==> src/secsup_pkg.sv <==
// Shared constants and types of the security mode and fault supervisor
package secsup_pkg;
  localparam int ADDR_W = 6;
  localparam int DATA_W = 32;
  localparam int AREA_IDX_W = 10;
  // Register word indices
  localparam logic [5:0] OFS_STATUS = 6'h00;
  localparam logic [5:0] OFS_CTRL = 6'h01;
  localparam logic [5:0] OFS_RST_CAUSE = 6'h02;
  localparam logic [5:0] OFS_EXC_CAUSE = 6'h03;
  localparam logic [5:0] OFS_AREA_IDX = 6'h04;
  localparam logic [5:0] OFS_AREA_DATA = 6'h05;
  localparam logic [5:0] OFS_WPROT = 6'h06;
  // Control register fields
  localparam int CTRL_MODE_LSB = 0;
  localparam int CTRL_MAP_BIT = 4;
  localparam logic [1:0] REQ_TEST = 2'h1;
  localparam logic [1:0] REQ_FW = 2'h2;
  localparam logic [1:0] REQ_BOOT = 2'h3;
  localparam logic CTRL_MAP_RESET = 1'b0;
  // Manufacturer area layout, byte indices inside the area; card-disable and erase bytes are indices inside the write-once sub-area
  localparam int MFR_AREA_BYTES = 768;
  localparam int RO_BASE = 688;
  localparam int RO_LEN = 32;
  localparam int WP_BASE = 720;
  localparam int WP_LEN = 16;
  localparam int WO_BASE = 736;
  localparam int WO_LEN = 32;
  localparam int CARD_DIS_BYTE = 30;
  localparam int ERASE_BYTE = 31;
  // Reset cause bits
  localparam int RC_ROM = 0;
  localparam int RC_NV = 1;
  localparam int RC_SCAN0 = 2;
  localparam int RC_RDPAR0 = 4;
  localparam int RC_SENSOR = 6;
  localparam int RC_FUSE = 7;
  // Exception cause bits
  localparam int EC_ACCESS = 0;
  localparam int EC_MODE = 1;
  localparam int EC_SENSOR = 2;
  localparam logic [7:0] CAUSE_RESET = 8'h00;

  typedef enum logic [3:0] {
    MODE_BOOT = 4'b0001,
    MODE_TEST = 4'b0010,
    MODE_FW = 4'b0100,
    MODE_HALT = 4'b1000
  } mode_e;

  typedef struct packed {
    logic rd;
    logic [7:0] data;
    logic par;
  } ram_port_s;

  typedef struct packed {
    logic delivered;
    logic card_dis_opt;
    logic erase_opt;
    logic [1:0] ram_par_en;
    logic [7:0] cal;
    logic [7:0] check;
  } fuse_s;

  typedef struct packed {
    logic [7:0] data;
    logic [4:0] ecc;
  } nv_word_s;
endpackage : secsup_pkg

==> src/security_mode_and_fault_supervisor.sv <==
// Mode state machine, manufacturer user areas and memory fault supervision
//
// Overview of operation
// - Reset or power-up always enters boot mode
// - Boot mode reachable only through reset
// - Boot leaves only to test or firmware
// - Firmware mode never goes to test
// - Delivered part: no test mode, test ROM off
// - Loader disabled permanently once delivered
// - Manufacturer area is top 768 NV bytes
// - Area access depends on mode and mapping
// - Fuse bytes checked at boot before use
// - 32-byte user area is read only
// - 16-byte area writable until protected
// - 32-byte area bits set once, never cleared; here power-up clears them
// - Card-disable byte blocks start-up after reset
// - Erase byte wipes application flash and NV
// - Faults force reset or raise exception
// - Fault reset records readable reset cause
// - Exception interrupts, vectors, records cause
// - ROM read parity failure forces reset
// - NV reads correct one bit per word
// - Uncorrectable NV error forces reset
// - Both RAMs scanned continuously for parity
// - Optional RAM read parity causes reset
//
// Implementation choices: the register addresses and the strobed register port.
`timescale 1ns/1ps
module security_mode_and_fault_supervisor #(
  parameter int RAM_AW = 8,
  parameter int SENSOR_N = 4,
  parameter logic [SENSOR_N-1:0] SENSOR_RESET = 4'h3,
  parameter logic [8*32-1:0] RO_INIT = '0
) (
  input wire logic mclk,
  input wire logic rst,
  input wire logic ce,
  input wire logic power_on,
  input wire logic [5:0] reg_addr,
  input wire logic [31:0] reg_wdata,
  input wire logic reg_wr,
  input wire logic reg_rd,
  output logic [31:0] reg_rdata,
  input wire secsup_pkg::fuse_s fuse,
  input wire logic rom_rd,
  input wire logic rom_par_fail,
  input wire logic nv_rd,
  input wire secsup_pkg::nv_word_s nv_word,
  output logic nv_valid,
  output logic [7:0] nv_data,
  input wire secsup_pkg::ram_port_s [1:0] ram_rd,
  input wire secsup_pkg::ram_port_s [1:0] scan_rd,
  output logic [1:0][RAM_AW-1:0] scan_addr,
  input wire logic [SENSOR_N-1:0] sensor_fault,
  input wire logic erase_done,
  output secsup_pkg::mode_e mode,
  output logic loader_en,
  output logic test_rom_en,
  output logic card_blocked,
  output logic erase_req,
  output logic fault_reset,
  output logic exc_req
);
  generate
    if (RAM_AW < 1 || RAM_AW > 24 || SENSOR_N < 1 || SENSOR_N > 8) begin : g_bad
      $error("Unsupported RAM_AW or SENSOR_N");
    end
  endgenerate

  secsup_pkg::mode_e mode_reg, mode_next;
  logic booted_reg;
  logic delivered_reg;
  logic [1:0] par_en_reg;
  logic card_opt_reg;
  logic erase_opt_reg;
  localparam int AREA_IDX_W_L = secsup_pkg::AREA_IDX_W;
  logic map_en_reg;
  logic [AREA_IDX_W_L-1:0] area_idx_reg;
  logic [7:0] wp_mem [secsup_pkg::WP_LEN];
  logic [7:0] wo_mem [secsup_pkg::WO_LEN];
  logic wp_lock_reg;
  logic [7:0] rst_cause_reg;
  logic [7:0] exc_cause_reg;
  logic [7:0] rst_evt;
  logic [7:0] exc_evt;
  logic [1:0] scan_fail;
  logic [1:0] rdpar_fail;
  logic nv_uncorr;
  logic [7:0] nv_fixed;
  logic fuse_ok;
  logic card_dis;
  logic por;
  logic area_wr;
  logic area_ok;
  logic [7:0] area_byte;
  logic area_refused;
  logic mode_refused;
  logic [31:0] rdata_next;

  assign por = rst & power_on;

  ////////////////////////////////////////////////////////////////////////////
  // Single-error-correcting, double-error-detecting decode of one NV byte
  function automatic logic [8:0] ecc_decode(input secsup_pkg::nv_word_s w);
    logic [12:1] cw;
    logic [3:0] syn;
    logic overall;
    logic [8:0] res;
    cw = {w.data[7:4], w.ecc[3], w.data[3:1], w.ecc[2], w.data[0], w.ecc[1:0]};
    syn = 4'h0;
    overall = w.ecc[4];
    for (int i = 1; i <= 12; i++) begin
      if (cw[i]) begin
        syn = syn ^ 4'(i);
      end
      overall = overall ^ cw[i];
    end
    res = {1'b0, w.data};
    if (syn != 4'h0 && overall) begin
      if (syn <= 4'hC) begin
        cw[syn] = ~cw[syn];
      end
      res = {1'b0, cw[12:9], cw[7:5], cw[3]};
    end else if (syn != 4'h0) begin
      res = {1'b1, w.data};
    end
    return res;
  endfunction : ecc_decode

  assign {nv_uncorr, nv_fixed} = ecc_decode(nv_word);

  always_ff @(posedge mclk) begin
    if (rst) begin
      nv_valid <= 1'b0;
      nv_data <= 8'h00;
    end else if (ce) begin
      nv_valid <= nv_rd & ~nv_uncorr;
      nv_data <= (nv_rd & ~nv_uncorr) ? nv_fixed : 8'h00;
    end
  end

  ////////////////////////////////////////////////////////////////////////////
  // Background parity scanners and read parity checks, one per working RAM
  generate
    for (genvar r = 0; r < 2; r++) begin : g_ram
      logic [RAM_AW-1:0] addr_reg;
      always_ff @(posedge mclk) begin
        if (rst) begin
          addr_reg <= '0;
        end else if (ce) begin
          addr_reg <= addr_reg + 1'b1;
        end
      end
      assign scan_addr[r] = addr_reg;
      assign scan_fail[r] = scan_rd[r].rd & (scan_rd[r].par != ^scan_rd[r].data);
      assign rdpar_fail[r] = par_en_reg[r] & ram_rd[r].rd & (ram_rd[r].par != ^ram_rd[r].data);
    end
  endgenerate

  ////////////////////////////////////////////////////////////////////////////
  // Fault classification
  // fuse integrity check
  assign fuse_ok = fuse.check == ~(fuse.cal ^ {3'h0, fuse.delivered, fuse.card_dis_opt,
                                               fuse.erase_opt, fuse.ram_par_en});
  assign card_dis = fuse.card_dis_opt & (wo_mem[secsup_pkg::CARD_DIS_BYTE] != 8'h00);

  always_comb begin
    rst_evt = 8'h00;
    rst_evt[secsup_pkg::RC_ROM] = rom_rd & rom_par_fail;
    rst_evt[secsup_pkg::RC_NV] = nv_rd & nv_uncorr;
    rst_evt[secsup_pkg::RC_SCAN0 +: 2] = scan_fail;
    rst_evt[secsup_pkg::RC_RDPAR0 +: 2] = rdpar_fail;
    // sensor faults split into reset or exception class
    rst_evt[secsup_pkg::RC_SENSOR] = |(sensor_fault & SENSOR_RESET);
    rst_evt[secsup_pkg::RC_FUSE] = (mode_reg == secsup_pkg::MODE_BOOT) & ~booted_reg & ~fuse_ok;
    exc_evt = 8'h00;
    exc_evt[secsup_pkg::EC_ACCESS] = area_refused;
    exc_evt[secsup_pkg::EC_MODE] = mode_refused;
    exc_evt[secsup_pkg::EC_SENSOR] = |(sensor_fault & ~SENSOR_RESET);
  end

  ////////////////////////////////////////////////////////////////////////////
  // Mode state machine
  always_comb begin
    mode_next = mode_reg;
    mode_refused = 1'b0;
    unique case (mode_reg)
      secsup_pkg::MODE_BOOT: begin
        if (!booted_reg) begin
          if (fuse_ok && card_dis) begin
            mode_next = secsup_pkg::MODE_HALT;
          end
        end else if (reg_wr && reg_addr == secsup_pkg::OFS_CTRL) begin
          // boot exits only to test or firmware
          unique case (reg_wdata[secsup_pkg::CTRL_MODE_LSB +: 2])
            secsup_pkg::REQ_FW: mode_next = secsup_pkg::MODE_FW;
            secsup_pkg::REQ_TEST: begin
              if (delivered_reg) begin
                mode_refused = 1'b1;
              end else begin
                mode_next = secsup_pkg::MODE_TEST;
              end
            end
            secsup_pkg::REQ_BOOT: mode_refused = 1'b1;
            2'h0: mode_next = mode_reg;
          endcase
        end
      end
      secsup_pkg::MODE_TEST, secsup_pkg::MODE_FW: begin
        // boot requests refused, test requests refused in firmware only, mode kept
        if (reg_wr && reg_addr == secsup_pkg::OFS_CTRL &&
            (reg_wdata[1:0] == secsup_pkg::REQ_BOOT ||
             (reg_wdata[1:0] == secsup_pkg::REQ_TEST && mode_reg == secsup_pkg::MODE_FW))) begin
          mode_refused = 1'b1;
        end
      end
      secsup_pkg::MODE_HALT: mode_next = mode_reg;
      default: mode_next = secsup_pkg::MODE_HALT;
    endcase
    if (rst_evt != 8'h00) begin
      mode_next = secsup_pkg::MODE_HALT;
    end
  end

  always_ff @(posedge mclk) begin
    if (rst) begin
      // boot mode first after any reset
      mode_reg <= secsup_pkg::MODE_BOOT;
      booted_reg <= 1'b0;
    end else if (ce) begin
      mode_reg <= mode_next;
      booted_reg <= 1'b1;
    end
  end

  // Fuse configuration is applied only once it has passed the check
  always_ff @(posedge mclk) begin
    if (rst) begin
      delivered_reg <= 1'b1;
      par_en_reg <= 2'h3;
      card_opt_reg <= 1'b0;
      erase_opt_reg <= 1'b0;
    end else if (ce && !booted_reg && fuse_ok) begin
      delivered_reg <= fuse.delivered;
      par_en_reg <= fuse.ram_par_en;
      card_opt_reg <= fuse.card_dis_opt;
      erase_opt_reg <= fuse.erase_opt;
    end
  end

  ////////////////////////////////////////////////////////////////////////////
  // Manufacturer area user sub-areas
  // index covers top 768 NV bytes
  // granted in boot or firmware with mapping on
  assign area_ok = map_en_reg & (mode_reg == secsup_pkg::MODE_BOOT || mode_reg == secsup_pkg::MODE_FW);
  assign area_wr = reg_wr & (reg_addr == secsup_pkg::OFS_AREA_DATA);

  always_comb begin
    area_byte = 8'h00;
    area_refused = 1'b0;
    if (area_idx_reg >= 10'(secsup_pkg::WO_BASE)) begin
      area_byte = wo_mem[5'(area_idx_reg - 10'(secsup_pkg::WO_BASE))];
    end else if (area_idx_reg >= 10'(secsup_pkg::WP_BASE)) begin
      area_byte = wp_mem[4'(area_idx_reg - 10'(secsup_pkg::WP_BASE))];
      area_refused = area_wr & wp_lock_reg;
    end else if (area_idx_reg >= 10'(secsup_pkg::RO_BASE)) begin
      area_byte = RO_INIT[8*(5'(area_idx_reg - 10'(secsup_pkg::RO_BASE))) +: 8];
      area_refused = area_wr;
    end else begin
      area_refused = area_wr | (reg_rd & reg_addr == secsup_pkg::OFS_AREA_DATA);
    end
    if (!area_ok || area_idx_reg >= 10'(secsup_pkg::MFR_AREA_BYTES)) begin
      area_byte = 8'h00;
      area_refused = area_wr | (reg_rd & reg_addr == secsup_pkg::OFS_AREA_DATA);
    end
  end

  // Sub-area contents survive a plain reset; only power-up clears them
  always_ff @(posedge mclk) begin
    if (por) begin
      wp_lock_reg <= 1'b0;
      for (int i = 0; i < secsup_pkg::WP_LEN; i++) begin
        wp_mem[i] <= 8'h00;
      end
      for (int i = 0; i < secsup_pkg::WO_LEN; i++) begin
        wo_mem[i] <= 8'h00;
      end
    end else if (ce && !rst) begin
      // protection requested by software, one way
      if (reg_wr && reg_addr == secsup_pkg::OFS_WPROT && reg_wdata[0]) begin
        wp_lock_reg <= 1'b1;
      end
      if (area_wr && area_ok && !area_refused) begin
        if (area_idx_reg >= 10'(secsup_pkg::WO_BASE)) begin
          wo_mem[5'(area_idx_reg - 10'(secsup_pkg::WO_BASE))] <= area_byte | reg_wdata[7:0];
        end else begin
          wp_mem[4'(area_idx_reg - 10'(secsup_pkg::WP_BASE))] <= reg_wdata[7:0];
        end
      end
    end
  end

  ////////////////////////////////////////////////////////////////////////////
  // Control registers
  always_ff @(posedge mclk) begin
    if (rst) begin
      map_en_reg <= secsup_pkg::CTRL_MAP_RESET;
      area_idx_reg <= '0;
    end else if (ce && reg_wr) begin
      if (reg_addr == secsup_pkg::OFS_CTRL) begin
        map_en_reg <= reg_wdata[secsup_pkg::CTRL_MAP_BIT];
      end
      if (reg_addr == secsup_pkg::OFS_AREA_IDX) begin
        area_idx_reg <= reg_wdata[AREA_IDX_W_L-1:0];
      end
    end
  end

  ////////////////////////////////////////////////////////////////////////////
  // Cause records: new events win over a software clear
  always_ff @(posedge mclk) begin
    if (por) begin
      rst_cause_reg <= secsup_pkg::CAUSE_RESET;
    end else if (ce) begin
      // cause kept across the forced reset
      rst_cause_reg <= (rst ? rst_cause_reg :
        (rst_cause_reg & ~((reg_wr && reg_addr == secsup_pkg::OFS_RST_CAUSE) ? reg_wdata[7:0] : 8'h00)))
        | (rst ? 8'h00 : rst_evt);
    end
  end

  always_ff @(posedge mclk) begin
    if (rst) begin
      exc_cause_reg <= secsup_pkg::CAUSE_RESET;
      exc_req <= 1'b0;
      fault_reset <= 1'b0;
    end else if (ce) begin
      exc_cause_reg <= (exc_cause_reg &
        ~((reg_wr && reg_addr == secsup_pkg::OFS_EXC_CAUSE) ? reg_wdata[7:0] : 8'h00)) | exc_evt;
      exc_req <= (exc_evt != 8'h00) & (rst_evt == 8'h00);
      fault_reset <= rst_evt != 8'h00;
    end
  end

  ////////////////////////////////////////////////////////////////////////////
  // Outputs derived from mode and options
  always_ff @(posedge mclk) begin
    if (rst) begin
      loader_en <= 1'b0;
      test_rom_en <= 1'b0;
      card_blocked <= 1'b0;
    end else if (ce) begin
      loader_en <= ~delivered_reg & (mode_next == secsup_pkg::MODE_BOOT);
      test_rom_en <= ~delivered_reg & (mode_next == secsup_pkg::MODE_TEST);
      card_blocked <= card_blocked | (!booted_reg && fuse_ok && card_dis);
    end
  end

  always_ff @(posedge mclk) begin
    if (por) begin
      erase_req <= 1'b0;
    end else if (ce) begin
      // erase held until the memories report done
      if (area_wr && area_ok && erase_opt_reg && reg_wdata[7:0] != 8'h00 &&
          area_idx_reg == 10'(secsup_pkg::WO_BASE + secsup_pkg::ERASE_BYTE)) begin
        erase_req <= 1'b1;
      end else if (erase_done) begin
        erase_req <= 1'b0;
      end
    end
  end

  assign mode = mode_reg;

  ////////////////////////////////////////////////////////////////////////////
  // Read port
  always_comb begin
    rdata_next = 32'h0000_0000;
    unique case (reg_addr)
      secsup_pkg::OFS_STATUS: rdata_next = {22'h0, erase_req, card_blocked, wp_lock_reg,
                                            delivered_reg, card_opt_reg, erase_opt_reg, mode_reg};
      secsup_pkg::OFS_CTRL: rdata_next = {27'h0, map_en_reg, 4'h0};
      secsup_pkg::OFS_RST_CAUSE: rdata_next = {24'h0, rst_cause_reg};
      secsup_pkg::OFS_EXC_CAUSE: rdata_next = {24'h0, exc_cause_reg};
      secsup_pkg::OFS_AREA_IDX: rdata_next = {22'h0, area_idx_reg};
      secsup_pkg::OFS_AREA_DATA: rdata_next = {24'h0, area_byte};
      secsup_pkg::OFS_WPROT: rdata_next = {31'h0, wp_lock_reg};
      default: rdata_next = 32'h0000_0000;
    endcase
  end

  always_ff @(posedge mclk) begin
    if (rst) begin
      reg_rdata <= 32'h0000_0000;
    end else if (ce) begin
      reg_rdata <= reg_rd ? rdata_next : 32'h0000_0000;
    end
  end
endmodule : security_mode_and_fault_supervisor

==> config.mk <==
export PLATFORM = sky130hd
export DESIGN_NAME = security_mode_and_fault_supervisor
export DESIGN_NICKNAME = d
export VERILOG_FILES = /design/src/secsup_pkg.sv /design/src/security_mode_and_fault_supervisor.sv
export SDC_FILE = /design/constraint.sdc
export NUM_CORES = 1
export LEC_CHECK = 0
export ABC_AREA = 0
export BUFFER_PORTS_ARGS = -buffer_cell sky130_fd_sc_hd__buf_2
export CAP_MARGIN = 20
export CORE_ASPECT_RATIO = 2
export CORE_MARGIN = 2
export CORE_UTILIZATION = 54
export CTS_CLUSTER_SIZE = 20
export DETAILED_ROUTE_END_ITERATION = 6
export PLACE_DENSITY = 0.76
export SYNTH_ARGS = -nofsm -noshare
export SYNTH_HDL_FRONTEND = slang
export SYNTH_SLANG_ARGS = --single-unit
==> constraint.sdc <==
create_clock -name mclk -period 2.7 [get_ports mclk]
set_input_delay 0.135 -clock mclk [delete_from_list [all_inputs] [get_ports mclk]]
set_output_delay 0.135 -clock mclk [all_outputs]
set_load 0.05 [all_outputs]
# Yosys cells after proc, flatten, opt, wreduce, memory -nomap -nowiden
# Memories as Yosys holds them, arrays and structs flattened.
# Index checks and enable logic that the tools add are counted.
dict set report totals {
  regBits 101
  mem_bits_rw 384
  inputBits 126
  output_inout_bits 67
  word_cells 235
  n_memories 2
}
# name depth width read_ports rd_ports_with_merged_regs write_ports line_no
set mem_list {}
lappend mem_list {wo_mem 32 8 2 0 32 security_mode_and_fault_supervisor.sv:80} ;# logic [7:0] wo_mem [secsup_pkg::WO_LEN];
lappend mem_list {wp_mem 16 8 1 0 16 security_mode_and_fault_supervisor.sv:79} ;# logic [7:0] wp_mem [secsup_pkg::WP_LEN];
dict set report op_classes {
  n_addsub 5
  n_lt_le_gt_ge 7
  eq_ne 21
  n_shift 1
  muxes 68
  bitwise 59
  reduce_logical 50
}
# cell count
set ops {}
lappend ops {{variable part select 256 x 9 -> 8 bit, first input constant} 1}
lappend ops {{2-to-1 mux 8 bit} 11}
lappend ops {{case mux 10 bit (7 select lines)} 1}
lappend ops {{2-to-1 mux 4 bit} 11}
lappend ops {{>= comparator 10 bit, second input constant} 4}
lappend ops {{2-to-1 mux 32 bit} 1}
lappend ops {{nonzero test 8 bit} 4}
lappend ops {{parity 8 bit} 4}
lappend ops {{2-to-1 mux 1 bit} 27}
lappend ops {{NOT 8 bit} 3}
lappend ops {{logical AND 1 bit} 21}
lappend ops {{bitwise AND 1 bit} 20}
lappend ops {{== test 6 x 3 -> 1 bit, second input constant} 3}
lappend ops {{2-to-1 mux 9 bit} 2}
lappend ops {{adder 8 x 1 -> 8 bit, second input constant} 2}
lappend ops {{bitwise AND 8 bit} 2}
lappend ops {{bitwise OR 8 bit} 2}
lappend ops {{case mux 4 bit (2 select lines)} 2}
lappend ops {{OR reduction 8 bit} 2}
lappend ops {{bitwise mux 12 bit} 1}
lappend ops {{== test 6 x 2 -> 1 bit, second input constant} 2}
lappend ops {{2-to-1 mux 12 bit} 1}
lappend ops {{2-to-1 mux 3 bit} 4}
lappend ops {{NOT 2 bit} 6}
lappend ops {{37 further kinds} 74}

# Logic depth before layout (Yosys ltp)
dict set report depth {
  ltp_word 32
  depth_mapped 10
  depth_no_buf 7
}

# Least setup slack after synthesis
# OpenSTA, ideal clock, no wires.
dict set report synth_path {
  kind {register to register}
  from {register mode_reg[2], in the netlist mode[2]}
  to {memory wp_mem[0][0] (enable)}
  setup_ps 384
  arrival_ps 2852
  t_required_ps 2316
  path_slack_ps -536
  path_stages_with_launch 9
  n_path_buf 1
  synth_period_minus_slack_ps 3236
  path_cell_list {dfxtp_1 nor2b_1 o211a_1 nand3b_1 o221a_2 buf_2 nor3b_2 nand2_1 o21ai_0}
}
# item line_no
set synth_rtl {}
lappend synth_rtl {{start: declaration} security_mode_and_fault_supervisor.sv:70} ;# secsup_pkg::mode_e mode_reg, mode_next;
lappend synth_rtl {{start signal: assignment} security_mode_and_fault_supervisor.sv:228} ;# mode_reg <= secsup_pkg::MODE_BOOT;
lappend synth_rtl {{start signal: assignment} security_mode_and_fault_supervisor.sv:231} ;# mode_reg <= mode_next;
lappend synth_rtl {{end: declaration} security_mode_and_fault_supervisor.sv:79}

==> results by group <==
Status
  – Run status: finished, violations left
  – Failing checks: negative setup slack

Routing
  – Residual DRC: 0
  – Number of DRC violations after detailed-routing iteration 0: 1760
  – Mean number of vias per cell: about 6.3
  – Routed wire length: approximately 71 mm
  – Routed length per placed instance: 26.9 um
  – Antenna Violating Nets Remaining: 0
  – First-pass detailed-route iteration total: 6
  – Total vias in the final route: 16500

Setup path
  – CP endpoint kind: register
  – Crit path cell chain: buf_12, buf_4, mux4_2, mux4_2, mux2i_4, o21ai_4, a21oi_4, buf_12, clkbuf_16, nor2_1
  – Buffers and inverters on the worst path: 4
  – Max FO, Critical Path: 8
  – Cell with the biggest individual delay on the critical path: sky130_fd_sc_hd__mux4_2
  – Slowest cell delay on critical path: between 500 and 600 ps
  – Setup Crit Path Kind: register to register
  – Data arrival, critical path: ~3400 ps
  – Req. time, crit path: approximately 3000 ps
  – Top cell family by delay on the critical path: multiplexers
  – Kind of start point of the critical path: register

Global routing
  – Maximum number of pins on one net before global-route repair: 66
  – Global-route wire length before repair: just under 100 mm
  – Number of antenna violations at the first check in global routing: 2
  – Overall overflow remaining after global route: 0
  – Total GRT Usage: between 30% and 40%
  – Number of global-route vias before repair: 16700

Timing
  – Max Clock Skew: approximately 47 ps
  – Maximum frequency from static timing analysis: around 330 MHz
  – Endpoints failing hold: 0
  – Setup TNS: -56730 ps
  – Unrepaired setup endpoints after global routing: yes
  – Time the final worst path needs with I/O delays and setup: between 3000 and 4000 ps
  – Period utilization: 112%
  – Finish-stage setup viols: just under 300
  – Max_slew headroom: around 33%
  – Final Worst Setup Slack: -328 ps
  – Slew Limit Fails: 0
  – Measured slew at the worst slew-check pin: 1000 ps

Clock network
  – H-tree Lvls: 2
  – Buffer type at the clock tree root: sky130_fd_sc_hd__clkbuf_16
  – Number of buffers created by CTS: 39
  – Clock net sink count: approximately 470
  – Clock Latency Late Sink: between 500 and 600 ps
  – Clock tree from TritonCTS: built
  – Maximum root-to-sink buffer count: 3
  – Clock-pin transition on the worst setup and hold timing paths: 80 ps

Hold path
  – Class of the tightest hold or removal check: input port to register

Synth
  – Post-synth top flop: sky130_fd_sc_hd__edfxtp_1
  – Mean post-synth cell area: ~13 um^2
  – Post-synthesis cell type with the largest combined area: sky130_fd_sc_hd__edfxtp_1
  – Ys Warns: 0
  – Sequential cell area fraction in the yosys report: 59.0%
  – Post-synth design cell area: around 0.022 mm^2
  – Post-synthesis cell count: roughly 1800
  – Post-synth ARST share: 0%
  – Yosys top cell area share: roughly 51%
  – Leading post-synthesis cells by cell area: sky130_fd_sc_hd__edfxtp_1 51%, sky130_fd_sc_hd__mux4_2 9.4%, sky130_fd_sc_hd__dfxtp_1 7.5%
  – Number of enable-type register cells in the synthesized netlist: roughly 380
  – Count of cell types in the netlist: between 70 and 80
  – #FFs+latches synth: between 400 and 500

Pwr
  – Part of the power in registers: between 50% and 60%
  – Design internal power: between 0.01 and 0.015 W
  – Power density over cell area: roughly 560 mW/mm^2
  – IR drop worst, VDD: between 0.4 and 0.5 mV
  – P_sw: approximately 0.0037 W
  – Comb power frac: a little over a tenth
  – Switching power share of the total: 24.3%
  – P_leak: 9.47 nW
  – Clock Power Share: ~36%

Final layout
  – Fin cells: approximately 2600
  – Number of flip-flops under the largest register name: roughly 260
  – Total number of nets in the final design: about 2200
  – Synth-to-layout area growth: 22.5%
  – Proportion of layout cells with a drive suffix above 1: a little under a third

Floorplanning
  – Core Region: 0.0410 mm^2
  – Standard-cell row count: around 110
  – Boundary Pins: between 150 and 200
  – Die H: 292 um
  – Starting density of the core: ~55%
  – Total Die Area: 0.0432 mm^2
  – Die boundary width: ~150 um

Placement
  – Count of buffers inserted at the top-level ports: 148
  – Number of cells after detailed placement: approximately 2500
  – Worst slack, placed: -230 ps
  – Detailed placement HPWL: about 45 mm
  – GP Congestion: roughly 0.94

Run
  – Max capacitance violation total: 0
worst register-to-register path: stages, from the launching register on:
cell and delay, ps:
sky130_fd_sc_hd__dfxtp_4 420, sky130_fd_sc_hd__buf_12 180, sky130_fd_sc_hd__buf_4 130, sky130_fd_sc_hd__mux4_2 550, sky130_fd_sc_hd__mux4_2 540, sky130_fd_sc_hd__mux2i_4 240
sky130_fd_sc_hd__o21ai_4 120, sky130_fd_sc_hd__a21oi_4 210, sky130_fd_sc_hd__buf_12 150, sky130_fd_sc_hd__clkbuf_16 180, sky130_fd_sc_hd__nor2_1 50
cells in the mapped netlist, types with 13 or more instances:
cell and number:
sky130_fd_sc_hd__mux2i_1 38, sky130_fd_sc_hd__dfxtp_1 84, sky130_fd_sc_hd__xnor2_1 52, sky130_fd_sc_hd__buf_4 31
sky130_fd_sc_hd__buf_1 13, sky130_fd_sc_hd__buf_6 17, sky130_fd_sc_hd__buf_2 30, sky130_fd_sc_hd__edfxtp_1 384
sky130_fd_sc_hd__clkbuf_1 50, sky130_fd_sc_hd__mux4_2 94, sky130_fd_sc_hd__nand2b_1 14, sky130_fd_sc_hd__nor2b_1 21
sky130_fd_sc_hd__xor2_1 13, sky130_fd_sc_hd__nand2_1 151, sky130_fd_sc_hd__a22o_1 15, sky130_fd_sc_hd__a21oi_1 38
sky130_fd_sc_hd__o21ai_0 29, sky130_fd_sc_hd__nor2_1 442, sky130_fd_sc_hd__nand2_2 24
logic make-up after synthesis:
family                   after synthesis  synth area share [%]
adder cells (fa/ha/maj)                7                 0.380
multiplexers                         153                  12.9
XOR/XNOR                              74                  3.45
buffers and inverters                150                  3.89
AND/OR/NAND/NOR                      748                  14.7
AO/OA/AOI/OAI                        169                  5.62
flip-flops                           468                  59.0
other                                  1                0.0167
per-stage QoR:
stage / cell area (um^2) / util (%) / hold WS, ps / total power [W]
after detailed placement: 24800 / 60.4 / 387 / 0.00973
final: 27500 / 67.0 / 21.1 / 0.0154
after CTS: 26700 / 65.2 / 0.931 / 0.0152
after global placement: 24800 / 60.4 / 384 / 0.00967
after floorplan: 22500 / - / 271 / 0.00921
after global routing: 27500 / 67.0 / 26.3 / 0.0157
power by group through the flow:
stage / logic (W) / clock network [W] / registers [W]
3_3_place_gp: 0.00137 / 0 / 0.00830
3_5_place_dp: 0.00141 / 0 / 0.00832
5_1_grt: 0.00173 / 0.00579 / 0.00819
2_1_floorplan: 0.000854 / 0 / 0.00835
6_report: 0.00167 / 0.00552 / 0.00818
4_1_cts: 0.00152 / 0.00552 / 0.00817
metal layers:
| metal | part of all wire [%] | GRT usage (%) |
|---|---|---|
| met1 | 28 | 29.3 |
| met2 | 52 | 55.4 |
| met3 | 8.2 | 4.13 |
| met4 | 11 | 24.8 |
| met5 | 0 | 0 |
layout by cell type, fill, tap and decap left out, types with 8 or more instances in the layout:
cell type,instances
sky130_fd_sc_hd__a21oi_1,36
sky130_fd_sc_hd__a22o_1,15
sky130_fd_sc_hd__and2_1,9
sky130_fd_sc_hd__and3_1,11
sky130_fd_sc_hd__buf_12,44
sky130_fd_sc_hd__buf_2,148
sky130_fd_sc_hd__buf_4,137
sky130_fd_sc_hd__buf_6,9
sky130_fd_sc_hd__clkbuf_1,17
sky130_fd_sc_hd__clkbuf_16,48
sky130_fd_sc_hd__conb_1,22
sky130_fd_sc_hd__dfxtp_1,78
sky130_fd_sc_hd__dlygate4sd3_1,24
sky130_fd_sc_hd__edfxtp_1,384
sky130_fd_sc_hd__mux2_2,9
sky130_fd_sc_hd__mux2i_1,30
sky130_fd_sc_hd__mux4_2,99
sky130_fd_sc_hd__nand2_1,150
sky130_fd_sc_hd__nand2_2,25
sky130_fd_sc_hd__nand2b_1,14
sky130_fd_sc_hd__nand3_1,9
sky130_fd_sc_hd__nand4_1,9
sky130_fd_sc_hd__nor2_1,401
sky130_fd_sc_hd__nor2_2,10
sky130_fd_sc_hd__nor2_4,31
sky130_fd_sc_hd__nor2b_1,21
sky130_fd_sc_hd__nor3_1,11
sky130_fd_sc_hd__o21ai_0,12
sky130_fd_sc_hd__o21ai_1,18
sky130_fd_sc_hd__or3_1,8
sky130_fd_sc_hd__xnor2_1,52
sky130_fd_sc_hd__xnor3_1,9
sky130_fd_sc_hd__xor2_1,13
final timing paths:
path / cells after the start / to / slack [ps] / start
worst min register to register: 2 / nv_data[6]$_SDFFE_PP0P_ / 450 / nv_data[6]$_SDFFE_PP0P_
worst max register to register: 10 / wo_mem[16][7]$_SDFFCE_PN0P_ / -330 / register
worst min-delay path: 3 / register / 20 / reg_wdata[1]
worst max-delay path: 10 / wo_mem[16][7]$_SDFFCE_PN0P_ / -330 / register
area by class of cell:
class	instances	area (um^2)
flip-flops and latches	468	13200
repair buffers	381	3440
clock inverters	13	104
multi-input cells	1173	8880
fillers	2801	13500
clock buffers	59	1090
well taps	535	669
inverters	7	26.3
diodes	2	5.00
timing repair:
action,CTS,global route
cloned,8,12
gates resized for setup,35,113
hold buffers,24,0
hold endpoints to repair,23,0
endpoints found under the setup margin,268,434
setup buffers,13,14
pin swaps,6,9
Power figures use the tool's default switching activity.
